`src/fcs_consts.svh`:
```
// Register offsets, field positions, count limits, security code and command codes of the flash sequencer
`ifndef FCS_CONSTS_SVH
`define FCS_CONSTS_SVH

`define FCS_OFF_DIV 8'h00
`define FCS_OFF_PROT 8'h04
`define FCS_OFF_STAT 8'h08
`define FCS_OFF_CMD 8'h0C
`define FCS_OFF_ADDR 8'h10
`define FCS_OFF_DATA 8'h14

`define FCS_ST_CBEF 7
`define FCS_ST_CCF 6
`define FCS_ST_PVIOL 5
`define FCS_ST_ACCERR 4
`define FCS_ST_BLANK 2
`define FCS_PROT_DIS 0
`define FCS_DIV_LD 7
`define FCS_DIV_PRE 6

`define FCS_CMD_BLANK 8'h05
`define FCS_CMD_BYTE 8'h20
`define FCS_CMD_BURST 8'h25
`define FCS_CMD_PAGE 8'h40
`define FCS_CMD_MASS 8'h41

`define FCS_PAGE_LOW 9'h1FF
`define FCS_PRESCALE_LAST 3'h7
`define FCS_SEC_UNSECURED 2'h2

`endif

```
`src/fcs_pkg.sv`:
```
// Types of the flash sequencer
package fcs_pkg;
  typedef enum logic [1:0] {
    FCS_SEQ_IDLE = 2'b00,
    FCS_SEQ_DATA = 2'b01,
    FCS_SEQ_CMD = 2'b11
  } fcs_seq_t;
  typedef enum logic {
    FCS_ARR_IDLE = 1'b0,
    FCS_ARR_RUN = 1'b1
  } fcs_arr_t;
endpackage

```
`src/fcs_clkdiv.sv`:
```
// Write-once flash clock divider and timing tick
`timescale 1ns/1ps
`include "fcs_consts.svh"
module fcs_clkdiv (
  input wire logic clk,
  input wire logic rst_n,
  input wire logic wr_en,
  input wire logic [6:0] wdata,
  output logic divld,
  output logic prdiv8,
  output logic [5:0] div,
  output logic tick
);
  logic [2:0] pre;
  logic [5:0] cnt;

  // Divider setting, loaded once after reset
  always_ff @(posedge clk) begin
    if (!rst_n) begin
      divld <= 1'b0;
      prdiv8 <= 1'b0;
      div <= 6'h00;
    end else if (wr_en && !divld) begin
      divld <= 1'b1;
      prdiv8 <= wdata[`FCS_DIV_PRE];
      div <= wdata[5:0];
    end
  end

  // Bus clock divided by (div+1), or 8*(div+1)
  always_ff @(posedge clk) begin
    if (!rst_n || !divld) begin
      pre <= 3'h0;
      cnt <= 6'h00;
      tick <= 1'b0;
    end else if (prdiv8 && pre != `FCS_PRESCALE_LAST) begin
      pre <= pre + 3'h1;
      tick <= 1'b0;
    end else begin
      pre <= 3'h0;
      tick <= (cnt == div);
      cnt <= (cnt == div) ? 6'h00 : cnt + 6'h01;
    end
  end
endmodule // fcs_clkdiv

```
`src/fcs_prot.sv`:
```
// Protection boundary check and protection write filter
`timescale 1ns/1ps
`include "fcs_consts.svh"
module fcs_prot (
  input wire logic [7:0] prot,
  input wire logic [7:0] wdata,
  input wire logic [7:0] cmd,
  input wire logic [15:0] addr,
  output logic hit,
  output logic [7:0] next_prot
);
  logic [15:0] unprot_end;

  always_comb begin
    unprot_end = {prot[7:1], `FCS_PAGE_LOW};
    hit = 1'b0;
    if (!prot[`FCS_PROT_DIS] && cmd != `FCS_CMD_BLANK) begin
      hit = (cmd == `FCS_CMD_MASS) || (addr > unprot_end);
    end
    next_prot = prot;
    if (!prot[`FCS_PROT_DIS] && !wdata[`FCS_PROT_DIS] && wdata[7:1] <= prot[7:1]) begin
      next_prot = wdata;
    end
  end
endmodule // fcs_prot

```
`src/fcs_top.sv`:
```
// Flash command, status and protection sequencer with APB register access
// Function
// - With protection on, boundary field bits 7:1 end the unprotected region.
// - Protection bit 0 low enforces boundary; high protects nothing.
// - Writing 1 to buffer-empty bit 7 launches; flag clears, sets again on transfer to the array.
// - Only burst program commands can be buffered behind a running burst; flag shows buffer empty or full.
// - Complete bit 6 set when buffer empty and idle; writes ignored.
// - Program or erase of protected location is ignored, sets bit 5, write-1 clears.
// - Access error bit 4 on sequence error, program or erase with divider uninitialised, or stop while busy.
// - Writing 1 clears access error; writing 0 leaves it.
// - Blank check finding all 0xFF sets bit 2; next valid launch clears it.
// - Codes 0x05 blank check, 0x20 byte program, 0x25 burst program.
// - Codes 0x40 page erase of 512 bytes, 0x41 mass erase.
// - Any other command code raises an access error.
// - Protection register loaded from nonvolatile copy during reset; always readable.
// - Protection writes may only lower the boundary; none while disabled.
// - Successful blank check sets security state code to 1:0.
`timescale 1ns/1ps
`include "fcs_consts.svh"
module fcs_top (
  input wire logic CLK,
  input wire logic RST_N,
  input wire logic PSEL,
  input wire logic PENABLE,
  input wire logic PWRITE,
  input wire logic [7:0] PADDR,
  input wire logic [31:0] PWDATA,
  output logic [31:0] PRDATA,
  output logic PREADY,
  output logic PSLVERR,
  input wire logic [7:0] NONVOLATILE_PROTECTION_COPY,
  input wire logic [1:0] NONVOLATILE_SECURITY,
  input wire logic STOP_ENTRY,
  input wire logic ARR_DONE,
  input wire logic ARR_BLANK_OK,
  output logic ARR_START,
  output logic [7:0] ARR_CMD,
  output logic [15:0] ARR_ADDR,
  output logic [7:0] ARR_DATA,
  output logic ARR_FCLK_EN,
  output logic [1:0] SECURITY_STATE_CODE
);
  logic [7:0] flash_protection;
  logic [7:0] flash_command;
  logic [15:0] tgt_addr;
  logic [7:0] tgt_data;
  logic cbef, ccf, pviol, accerr, blank;
  fcs_pkg::fcs_seq_t seq, next_seq;
  fcs_pkg::fcs_arr_t arr_state, next_arr;
  logic buf_valid, next_buf_valid;
  logic [7:0] buf_cmd;
  logic [15:0] buf_addr;
  logic [7:0] buf_data;
  logic divld, prdiv8;
  logic [5:0] div;
  logic prot_hit;
  logic [7:0] next_prot;
  logic access, wr, hit_addr;
  logic wr_div, wr_prot, wr_stat, wr_cmd, wr_addr, wr_data;
  logic [7:0] rd_mux;
  logic launch_try, launch_at_cmd, legal, prog_erase, run_conflict;
  logic launch_ok, transfer, acc_set, pv_set, blank_set, stop_err, seq_err;
  logic next_cbef;

  // APB decode
  always_comb begin
    access = PSEL && PENABLE && PREADY;
    wr = access && PWRITE;
    wr_div = wr && PADDR == `FCS_OFF_DIV;
    wr_prot = wr && PADDR == `FCS_OFF_PROT;
    wr_stat = wr && PADDR == `FCS_OFF_STAT;
    wr_cmd = wr && PADDR == `FCS_OFF_CMD;
    wr_addr = wr && PADDR == `FCS_OFF_ADDR;
    wr_data = wr && PADDR == `FCS_OFF_DATA;
    hit_addr = 1'b1;
    rd_mux = 8'h00;
    case (PADDR)
      `FCS_OFF_DIV: rd_mux = {divld, prdiv8, div};
      `FCS_OFF_PROT: rd_mux = flash_protection;
      `FCS_OFF_STAT: rd_mux = {cbef, ccf, pviol, accerr, 1'b0, blank, 2'b00};
      `FCS_OFF_CMD: rd_mux = flash_command;
      `FCS_OFF_ADDR: rd_mux = 8'h00;
      `FCS_OFF_DATA: rd_mux = tgt_data;
      default: hit_addr = 1'b0;
    endcase
  end

  // One wait state on every transfer
  always_ff @(posedge CLK) begin
    if (!RST_N) begin
      PREADY <= 1'b0;
      PRDATA <= 32'h0000_0000;
      PSLVERR <= 1'b0;
    end else begin
      PREADY <= PSEL && PENABLE && !PREADY;
      if (PSEL && PENABLE && !PREADY) begin
        PRDATA <= (PADDR == `FCS_OFF_ADDR) ? {16'h0000, tgt_addr} : {24'h00_0000, rd_mux};
        PSLVERR <= !hit_addr;
      end
    end
  end

  fcs_clkdiv u_clkdiv (
    .clk(CLK),
    .rst_n(RST_N),
    .wr_en(wr_div),
    .wdata(PWDATA[6:0]),
    .divld(divld),
    .prdiv8(prdiv8),
    .div(div),
    .tick(ARR_FCLK_EN)
  );

  fcs_prot u_prot (
    .prot(flash_protection),
    .wdata(PWDATA[7:0]),
    .cmd(flash_command),
    .addr(tgt_addr),
    .hit(prot_hit),
    .next_prot(next_prot)
  );

  // Command checks and sequencing
  always_comb begin
    legal = flash_command == `FCS_CMD_BLANK || flash_command == `FCS_CMD_BYTE
      || flash_command == `FCS_CMD_BURST || flash_command == `FCS_CMD_PAGE
      || flash_command == `FCS_CMD_MASS;
    prog_erase = flash_command != `FCS_CMD_BLANK;
    run_conflict = arr_state == fcs_pkg::FCS_ARR_RUN
      && (flash_command != `FCS_CMD_BURST || ARR_CMD != `FCS_CMD_BURST);
    launch_try = wr_stat && PWDATA[`FCS_ST_CBEF] && cbef;
    launch_at_cmd = launch_try && seq == fcs_pkg::FCS_SEQ_CMD;
    seq_err = (launch_try && seq != fcs_pkg::FCS_SEQ_CMD)
      || (wr_data && !cbef)
      || (wr_cmd && seq != fcs_pkg::FCS_SEQ_DATA);
    stop_err = STOP_ENTRY && (arr_state == fcs_pkg::FCS_ARR_RUN || buf_valid);
    acc_set = seq_err || stop_err
      || (launch_at_cmd && (!legal || (prog_erase && !divld) || run_conflict));
    pv_set = launch_at_cmd && !acc_set && prot_hit;
    launch_ok = launch_at_cmd && !acc_set && !prot_hit;
    transfer = buf_valid && arr_state == fcs_pkg::FCS_ARR_IDLE && !stop_err;
    blank_set = ARR_DONE && arr_state == fcs_pkg::FCS_ARR_RUN
      && ARR_CMD == `FCS_CMD_BLANK && ARR_BLANK_OK;
    next_seq = seq;
    case (seq)
      fcs_pkg::FCS_SEQ_IDLE: if (wr_data && cbef) next_seq = fcs_pkg::FCS_SEQ_DATA;
      fcs_pkg::FCS_SEQ_DATA: if (wr_cmd) next_seq = fcs_pkg::FCS_SEQ_CMD;
      fcs_pkg::FCS_SEQ_CMD: if (launch_try) next_seq = fcs_pkg::FCS_SEQ_IDLE;
      default: next_seq = fcs_pkg::FCS_SEQ_IDLE;
    endcase
    if (acc_set || pv_set) begin
      next_seq = fcs_pkg::FCS_SEQ_IDLE;
    end
    next_buf_valid = buf_valid;
    next_cbef = cbef;
    if (transfer || stop_err) begin
      next_buf_valid = 1'b0;
      next_cbef = 1'b1;
    end
    if (launch_ok) begin
      next_buf_valid = 1'b1;
      next_cbef = 1'b0;
    end
    next_arr = arr_state;
    case (arr_state)
      fcs_pkg::FCS_ARR_IDLE: if (transfer) next_arr = fcs_pkg::FCS_ARR_RUN;
      fcs_pkg::FCS_ARR_RUN: if (ARR_DONE) next_arr = fcs_pkg::FCS_ARR_IDLE;
      default: next_arr = fcs_pkg::FCS_ARR_IDLE;
    endcase
  end

  // Target address, data and command holding registers
  always_ff @(posedge CLK) begin
    if (!RST_N) begin
      tgt_addr <= 16'h0000;
      tgt_data <= 8'h00;
      flash_command <= 8'h00;
    end else begin
      if (wr_addr) tgt_addr <= PWDATA[15:0];
      if (wr_data) tgt_data <= PWDATA[7:0];
      if (wr_cmd) flash_command <= PWDATA[7:0];
    end
  end

  always_ff @(posedge CLK) begin
    if (!RST_N) seq <= fcs_pkg::FCS_SEQ_IDLE;
    else seq <= next_seq;
  end

  // One-entry command buffer
  always_ff @(posedge CLK) begin
    if (!RST_N) begin
      buf_valid <= 1'b0;
      buf_cmd <= 8'h00;
      buf_addr <= 16'h0000;
      buf_data <= 8'h00;
    end else begin
      buf_valid <= next_buf_valid;
      if (launch_ok) begin
        buf_cmd <= flash_command;
        buf_addr <= tgt_addr;
        buf_data <= tgt_data;
      end
    end
  end

  // Array launch
  always_ff @(posedge CLK) begin
    if (!RST_N) begin
      arr_state <= fcs_pkg::FCS_ARR_IDLE;
      ARR_START <= 1'b0;
      ARR_CMD <= 8'h00;
      ARR_ADDR <= 16'h0000;
      ARR_DATA <= 8'h00;
    end else begin
      arr_state <= next_arr;
      ARR_START <= transfer;
      if (transfer) begin
        ARR_CMD <= buf_cmd;
        ARR_ADDR <= buf_addr;
        ARR_DATA <= buf_data;
      end
    end
  end

  // Status flags; a set in the clearing cycle wins
  always_ff @(posedge CLK) begin
    if (!RST_N) begin
      cbef <= 1'b1;
      ccf <= 1'b1;
      pviol <= 1'b0;
      accerr <= 1'b0;
      blank <= 1'b0;
    end else begin
      cbef <= next_cbef;
      ccf <= next_cbef && next_arr == fcs_pkg::FCS_ARR_IDLE;
      pviol <= pv_set || (pviol && !(wr_stat && PWDATA[`FCS_ST_PVIOL]));
      accerr <= acc_set || (accerr && !(wr_stat && PWDATA[`FCS_ST_ACCERR]));
      blank <= blank_set || (blank && !launch_ok);
    end
  end

  // Protection and security state
  always_ff @(posedge CLK) begin
    if (!RST_N) begin
      flash_protection <= NONVOLATILE_PROTECTION_COPY;
      SECURITY_STATE_CODE <= NONVOLATILE_SECURITY;
    end else begin
      if (wr_prot) flash_protection <= next_prot;
      if (blank_set) SECURITY_STATE_CODE <= `FCS_SEC_UNSECURED;
    end
  end

  a_launch_clears_cbef: assert property (@(posedge CLK) disable iff (!RST_N)
    launch_ok |=> !cbef && buf_valid) else $error("launch did not clear buffer empty");
  a_ccf_when_idle: assert property (@(posedge CLK) disable iff (!RST_N)
    ccf |-> !buf_valid && arr_state == fcs_pkg::FCS_ARR_IDLE && !ARR_START)
    else $error("complete flag set while a command is pending");
  a_pviol_ignores: assert property (@(posedge CLK) disable iff (!RST_N)
    pv_set |=> pviol && cbef && !buf_valid ##1 !ARR_START)
    else $error("protected command not ignored");
  a_accerr_write_one: assert property (@(posedge CLK) disable iff (!RST_N)
    wr_stat && PWDATA[`FCS_ST_ACCERR] && !acc_set |=> !accerr)
    else $error("access error not cleared by write one");
  a_accerr_write_zero: assert property (@(posedge CLK) disable iff (!RST_N)
    wr_stat && !PWDATA[`FCS_ST_ACCERR] && accerr |=> accerr)
    else $error("access error lost on write zero");
  a_illegal_cmd: assert property (@(posedge CLK) disable iff (!RST_N)
    launch_at_cmd && !legal |=> accerr && !buf_valid && seq == fcs_pkg::FCS_SEQ_IDLE)
    else $error("illegal command not rejected");
  a_prot_only_up: assert property (@(posedge CLK) disable iff (!RST_N)
    wr_prot |=> flash_protection[7:1] <= $past(flash_protection[7:1])
      || $past(flash_protection[`FCS_PROT_DIS]))
    else $error("protection boundary raised");
  a_prot_dis_locked: assert property (@(posedge CLK) disable iff (!RST_N)
    flash_protection[`FCS_PROT_DIS] |=> $stable(flash_protection))
    else $error("disabled protection changed");
  a_blank_unsecures: assert property (@(posedge CLK) disable iff (!RST_N)
    blank_set |=> blank && SECURITY_STATE_CODE == `FCS_SEC_UNSECURED)
    else $error("blank check result not recorded");
  a_buf_transfer: assert property (@(posedge CLK) disable iff (!RST_N)
    transfer |=> ARR_START && cbef && arr_state == fcs_pkg::FCS_ARR_RUN ##1 !ARR_START)
    else $error("buffered command not transferred");
  a_apb_wait: assert property (@(posedge CLK) disable iff (!RST_N)
    PSEL && PENABLE && !PREADY |=> PREADY ##1 !PREADY)
    else $error("ready not after one wait state");
  a_ccf_on_done: assert property (@(posedge CLK) disable iff (!RST_N)
    ARR_DONE && arr_state == fcs_pkg::FCS_ARR_RUN && cbef && !launch_ok |=> ccf)
    else $error("complete flag not set after last command");
  a_launch_clears_ccf: assert property (@(posedge CLK) disable iff (!RST_N)
    launch_ok |=> !ccf)
    else $error("launch did not clear complete flag");
  a_pviol_write_one: assert property (@(posedge CLK) disable iff (!RST_N)
    wr_stat && PWDATA[`FCS_ST_PVIOL] && !pv_set |=> !pviol)
    else $error("protection violation not cleared by write one");
  a_blank_cleared: assert property (@(posedge CLK) disable iff (!RST_N)
    launch_ok && !blank_set |=> !blank)
    else $error("blank flag kept after launch");
  a_stop_error: assert property (@(posedge CLK) disable iff (!RST_N)
    stop_err |=> accerr && cbef && !buf_valid)
    else $error("stop entry while busy not flagged");
  a_div_needed: assert property (@(posedge CLK) disable iff (!RST_N)
    launch_at_cmd && prog_erase && !divld |=> accerr && !buf_valid)
    else $error("program or erase ran without divider");
  a_prot_reset_load: assert property (@(posedge CLK)
    !RST_N |=> flash_protection == $past(NONVOLATILE_PROTECTION_COPY) && !ARR_START)
    else $error("protection not loaded during reset");
endmodule // fcs_top

```
`config.mk`:
```
export PLATFORM = sky130hd
export DESIGN_NAME = fcs_top
export DESIGN_NICKNAME = d
export VERILOG_FILES = /design/src/fcs_pkg.sv /design/src/fcs_clkdiv.sv /design/src/fcs_prot.sv /design/src/fcs_top.sv
export VERILOG_INCLUDE_DIRS = /design/src
export SDC_FILE = /design/constraint.sdc
export NUM_CORES = 1
export LEC_CHECK = 0
export ABC_CLOCK_PERIOD_IN_PS = 3200
export BUFFER_PORTS_ARGS = -buffer_cell sky130_fd_sc_hd__clkbuf_2
export CAP_MARGIN = 10
export CORE_ASPECT_RATIO = 0.6
export CORE_MARGIN = 3
export CORE_UTILIZATION = 55
export CTS_BUF_LIST = sky130_fd_sc_hd__clkbuf_16
export DETAILED_ROUTE_END_ITERATION = 12
export PLACE_DENSITY = 0.8
export SLEW_MARGIN = 10
export SYNTH_ARGS = -nofsm -noshare
export SYNTH_HDL_FRONTEND = slang
export SYNTH_SLANG_ARGS = --single-unit
```
`constraint.sdc`:
```
create_clock -name CLK -period 3.2 [get_ports CLK]
set_input_delay 0.64 -clock CLK [delete_from_list [all_inputs] [get_ports CLK]]
set_output_delay 0.64 -clock CLK [all_outputs]
set_load 0.02 [all_outputs]
```
# After elaboration in Yosys (flattened, before gate mapping)
# Index checks and enable logic that the tools add are counted.
[word_totals]
register_bits = 168
input_bits = 58
out_inout_bits = 70
[classes]
add_sub_neg = 2
n_lt_le_gt_ge = 2
n_eq_ne = 26
muxes = 21
n_bitwise = 4
n_reduce_logical = 82
[op_table]
columns = ["cell", "count"]
rows = [
  ["logical AND 1 bit", 40],
  ["one-hot mux 8 bit (5 select lines)", 1],
  ["== test 8 x 3 -> 1 bit, second input constant", 3],
  ["two-way mux 8 bit", 3],
  ["logical OR 1 bit", 19],
  ["== test 8 x 4 -> 1 bit, second input constant", 2],
  ["== test 8 x 5 -> 1 bit, second input constant", 2],
  ["== test 8 x 6 -> 1 bit, second input constant", 2],
  ["== test 8 x 7 -> 1 bit, second input constant", 2],
  ["greater-than comparator 16 bit", 1],
  ["two-way mux 16 bit", 1],
  ["inequality test 8 x 6 -> 1 bit, second input constant", 2],
  ["logical NOT 1 bit", 14],
  ["two-way mux 2 bit", 5],
  ["logical NOT 8 bit", 1],
  ["two-way mux 1 bit", 8],
  ["inequality test 2 x 1 -> 1 bit, second input constant", 4],
  ["inequality test 2 bit, second input constant", 4],
  ["inequality test 8 x 3 -> 1 bit, second input constant", 1],
  ["less-or-equal comparator 7 bit", 1],
  ["adder 6 x 1 -> 6 bit, second input constant", 1],
  ["== test 6 bit", 1],
  ["two-way mux 6 bit", 1],
  ["one-hot mux 2 bit (3 select lines)", 1],
  ["other kinds (12)", 17],
]

# Longest topological paths before layout
[depth]
word_depth = 17
depth_mapped = 9
depth_no_buf = 8

# Modules after synthesis
# From an unflattened synthesis, not the netlist that was laid out.
[hier_totals]
hier_cells = 792
area_unflattened_um2 = 6991.7
[modules_own_cells]
columns = ["mod", "n_inst", "cells_per_inst", "area_per_inst_um2"]
rows = [
  ["fcs_top", 1, 657, 5728.0],
  ["fcs_clkdiv", 1, 74, 760.7],
  ["fcs_prot", 1, 61, 503.0],
]

# Worst setup path before layout
# OpenSTA, ideal clock, no wires.
[synth_path]
path_type = "input to register"
startpoint = "input port PADDR[0]"
endpoint = "register flash_protection[0], enable pin"
setup_ps = 384
t_arrival_ps = 2329
required_time_ps = 2816
path_slack_ps = 486
stages = 4
path_buffers = 0
cell_sequence = "or4_1 nor3_1 nand3_1 o21ai_0"
[synth_between]
elab_chain_cells = 4
[synth_rtl]
columns = ["element", "line_no", "text"]
rows = [
  ["start, declared", "fcs_top.sv:26", "input wire logic [7:0] PADDR,"],
  ["== test 8 x 3 -> 1 bit", "n/a", ""],
  ["logical AND 1 bit (no source line)", "n/a", ""],
  ["inequality test 2 x 1 -> 1 bit (no source line)", "n/a", ""],
  ["AND reduction 2 bit (no source line)", "n/a", ""],
  ["end signal, assigned", "fcs_top.sv:249", "if (wr_prot) flash_protection <= next_prot;"],
  ["end, declared", "fcs_top.sv:43", "logic [7:0] flash_protection;"],
]
# Every way passes these cells.
# A chain may end at the register's enable or synchronous reset.

# Final worst setup path
[layout_path]
startpoint = "register ARR_CMD[3]"
endpoint = "register ccf"
[layout_between]
elab_chain_cells = 11
[layout_rtl]
columns = ["element", "line_no", "text"]
rows = [
  ["start, declared", "fcs_top.sv:37", "output logic [7:0] ARR_CMD,"],
  ["start signal, assigned", "fcs_top.sv:219", "ARR_CMD <= buf_cmd;"],
  ["inequality test 8 x 6 -> 1 bit (no source line)", "n/a", ""],
  ["logical OR 1 bit (no source line)", "n/a", ""],
  ["logical AND 1 bit", "fcs_top.sv:129", "run_conflict = arr_state == fcs_pkg::FCS_ARR_RUN"],
  ["logical OR 1 bit", "fcs_top.sv:138", "|| (launch_at_cmd && (!legal || (prog_erase && !divld) || run_conflict));"],
  ["logical AND 1 bit", "fcs_top.sv:138", ""],
  ["logical OR 1 bit", "fcs_top.sv:138", ""],
  ["logical NOT 1 bit", "fcs_top.sv:140", "launch_ok = launch_at_cmd && !acc_set && !prot_hit;"],
  ["logical AND 1 bit (2 in a row)", "fcs_top.sv:140", ""],
  ["two-way mux 1 bit", "fcs_top.sv:160", "if (launch_ok) begin"],
  ["logical AND 1 bit", "fcs_top.sv:236", "ccf <= next_cbef && next_arr == fcs_pkg::FCS_ARR_IDLE;"],
  ["end signal, assigned", "fcs_top.sv:236", ""],
  ["end, declared", "fcs_top.sv:47", "logic cbef, ccf, pviol, accerr, blank;"],
]
# Every way passes these cells.

==> results.json <==
{
  "synth_most_common_cell": "nand2_1",
  "holdBufCountCts": 0,
  "rsz0062_at_grt": "false",
  "slew_headroom_pct": 55.6,
  "num_vias": 6006,
  "cts_resized": 0,
  "floorplan.core_area_um2": 11400,
  "power.ir.vdd_worst_mv": 0.393,
  "regToRegSetupSlack_ps": 560,
  "clock_sinks": 152,
  "regToRegEndpoint": "ccf",
  "cts_tree": "built",
  "synth_common_cells": "nand2_1 (173), dfxtp_1 (142), a21oi_1 (85)",
  "synth.yosys.warnings": 0,
  "postPlaceCellArea_um2": 7140,
  "finalSetupTns_ps": 0,
  "port_buffers": 95,
  "antenna_left": 0,
  "drc_errors": 0,
  "setup_clock_skew_after_layout_ps": 10.8,
  "place_hpwl_um": 11800,
  "synth_enable_flop_cells": 10,
  "grt-ovfl-total": 0,
  "grt_antenna_before_repair": 0,
  "post-route-min-period_ps": 2640,
  "period_share_pct": 82.6,
  "synth_cell_type_count": 56,
  "synth_top_area_cell": "dfxtp_1",
  "design.portCount": 128,
  "ys.flop_type": "dfxtp_1",
  "r2r_start": "ARR_CMD[3]",
  "finalHoldViolCount": 0,
  "maximum_fanout_count_along_the_critical_path": 60,
  "maximum_level_of_the_cts_h_tree": 4,
  "average_footprint_of_a_synthesized_cell_um2": 8.25,
  "report.final.setup_viol": 0,
  "detail_route.vias_per_cell": 5.73,
  "critical_path.top_delay_family": "compound AO/OA/AOI/OAI gates",
  "path_cells": "or4b_1 > o41ai_1 > nand4b_1 > a311oi_4 > buf_12 > o21bai_1 > o31ai_1",
  "grt_max_degree": 64,
  "grt_first_pass_wirelength_um": 27400,
  "synth_cells": 794,
  "cp_num_buf_inv": 1,
  "maxCapViolations": 0,
  "hold_start": "u_clkdiv.pre[0]",
  "p_per_area_nw_per_um2": 531,
  "synthesis_stage_register_bit_count": 152,
  "rows": 30,
  "timing.fmax_ghz": 0.378,
  "globalplace.congestion": 0.981,
  "timing.hold.worst_path_depth": 1,
  "clk_transition_reported_paths_ps": 60,
  "post_route_cells_drive_above_1_share_pct": 17.3,
  "critical_path.startpoint_type": "flop",
  "cts_max_path_buffers": 2,
  "die-width_um": 147,
  "cts_setup_buffers": 0,
  "design.die.area_um2": 13300,
  "routed_wirelength_um": 17200,
  "synth_top_area_share_pct": 43.4,
  "initial_utilization_pct": 57.2,
  "synth-async-reset-ratio_pct": 0,
  "groute.usage.overall_pct": 25.8,
  "critical_path_class": "flop to flop",
  "detail_route.wl_per_cell_um": 16.4,
  "power_leakage_uw": 0.00303,
  "num_antenna_cells": 0,
  "cts_inserted_buffers": 17,
  "max_stage_delay_ps": 580,
  "min_to": "u_clkdiv.pre[0]",
  "nets": 951,
  "cpMaxStageDelayCell": "or4b_1",
  "area_delta_synth_final_pct": 17.7,
  "synth.area.top_cells": "dfxtp_1 (43%), nand2_1 (9.9%), a21oi_1 (6.5%), edfxtp_1 (4.6%), nand3_1 (3.7%)",
  "critical_path_required_ps": 3480,
  "stdcell_area_um2": 7710,
  "seq_area_frac_synth_pct": 48.0,
  "tightestPinTransition_ps": 665,
  "number_of_max_slew_violations_in_the_final_report": 0,
  "status": "finished clean",
  "vertical_die_dimension_um": 90.5,
  "critPathArrivalTime_ps": 2920,
  "worst_setup_path_end_kind": "flop",
  "number_of_iterations_in_the_first_detailed_routing_pass": 7,
  "number_of_cell_instances_on_the_worst_register_to_register_path": 7,
  "cts-root-buf": "clkbuf_16",
  "synth.cell_area_um2": 6550,
  "via_count_of_the_first_global_routing_pass": 5256,
  "iter_0_drt_violations": 650,
  "worst_hold_path_type": "flop to flop",
  "worst_skew_pair.late_latency_ps": 430
}
[worst reg2reg max path, stage by stage (launching register included)]
cell      delay (ps)
dfxtp_1          320
or4b_1           580
o41ai_1          400
nand4b_1         280
a311oi_4         380
buf_12           270
o21bai_1         190
o31ai_1           80
[cell families after synthesis]
group           after synthesis  share of synthesized area [%]
flops                       152                           48.0
fa+ha+maj                    17                           3.25
compound gates              175                           15.4
buf+inv                      87                           6.09
xor+xnor                     10                           1.34
simple gates                332                           22.7
other cells                   1                         0.0573
mux                          20                           3.13
[how the worst max path moves through the flow]
| stage | startpoint | end | slack (ps) | cells past startpoint |
|---|---|---|---|---|
| after CTS | ARR_CMD[3] | ccf | 560 | 7 |
| after global placement | PADDR[0] | u_clkdiv.div[0] | 310 | 7 |
| final | ARR_CMD[3] | ccf | 560 | 7 |
| after floorplan | PADDR[0] | flash_protection[0] | 490 | 4 |
| after detailed placement | PADDR[0] | u_clkdiv.div[4] | 260 | 7 |
| after global routing | ARR_CMD[3] | buf_cmd[4] | 430 | 7 |
[cell usage in the layout (no fill, tap or decap), types with 6 or more instances in the layout]
| cell type | n |
|---|---|
| conb_1 | 16 |
| nand3_1 | 49 |
| nor2_1 | 49 |
| a22oi_1 | 11 |
| nand2_1 | 173 |
| and2_1 | 6 |
| edfxtp_1 | 10 |
| dfxtp_1 | 142 |
| ha_1 | 17 |
| nor2b_1 | 7 |
| buf_4 | 16 |
| a21oi_1 | 85 |
| inv_1 | 21 |
| nor3_1 | 9 |
| o21ai_0 | 47 |
| clkbuf_16 | 17 |
| mux2i_1 | 16 |
| o221ai_1 | 6 |
| xor2_1 | 7 |
| nand4_1 | 9 |
| clkbuf_2 | 95 |
[flip-flops by register name (all words and copies together) (netlist names), 16 cells and up]
| signal | cells |
|---|---|
| PRDATA | 16 |
| ARR_ADDR | 16 |
| tgt_addr | 16 |
| buf_addr | 16 |
[per-stage QoR]
step	util (%)	hold slack, ps	cells	worst slack, ps	total power [uW]
floorplan	-	408	809	486	2120
global placement	62.4	424	1017	314	2190
detailed placement	62.4	425	1017	256	2190
CTS	67.3	427	1049	564	4110
global route	67.3	433	1049	430	4220
finish	67.3	429	1049	557	4090
[where the power goes]
group	total, uW	internal (uW)	switching [uW]
sequential	1940	1930	9.95
combinational	221	67.1	154
clock	1930	1090	843
total	4090	3080	1010
[per-layer routing]
metal	routed length (um)	up-vias	track usage [%]	share of wire [%]
li1	-	2879	-	-
met1	7650	2765	37.2	45
met2	7080	317	35.7	41
met3	2170	45	10.2	13
met4	277	0	7.12	1.6
met5	0	-	0	0
[area by class of cell]
class                      instances  area (um^2)
clock buffer                      17          425
fill                             948         3740
multi-input combinational        570         3080
timing repair buffer             113          636
tap                              160          200
clock inverter                    15          140
inverter                          22         82.6
sequential                       152         3140
Note: power is estimated with default switching activity, not from simulation.
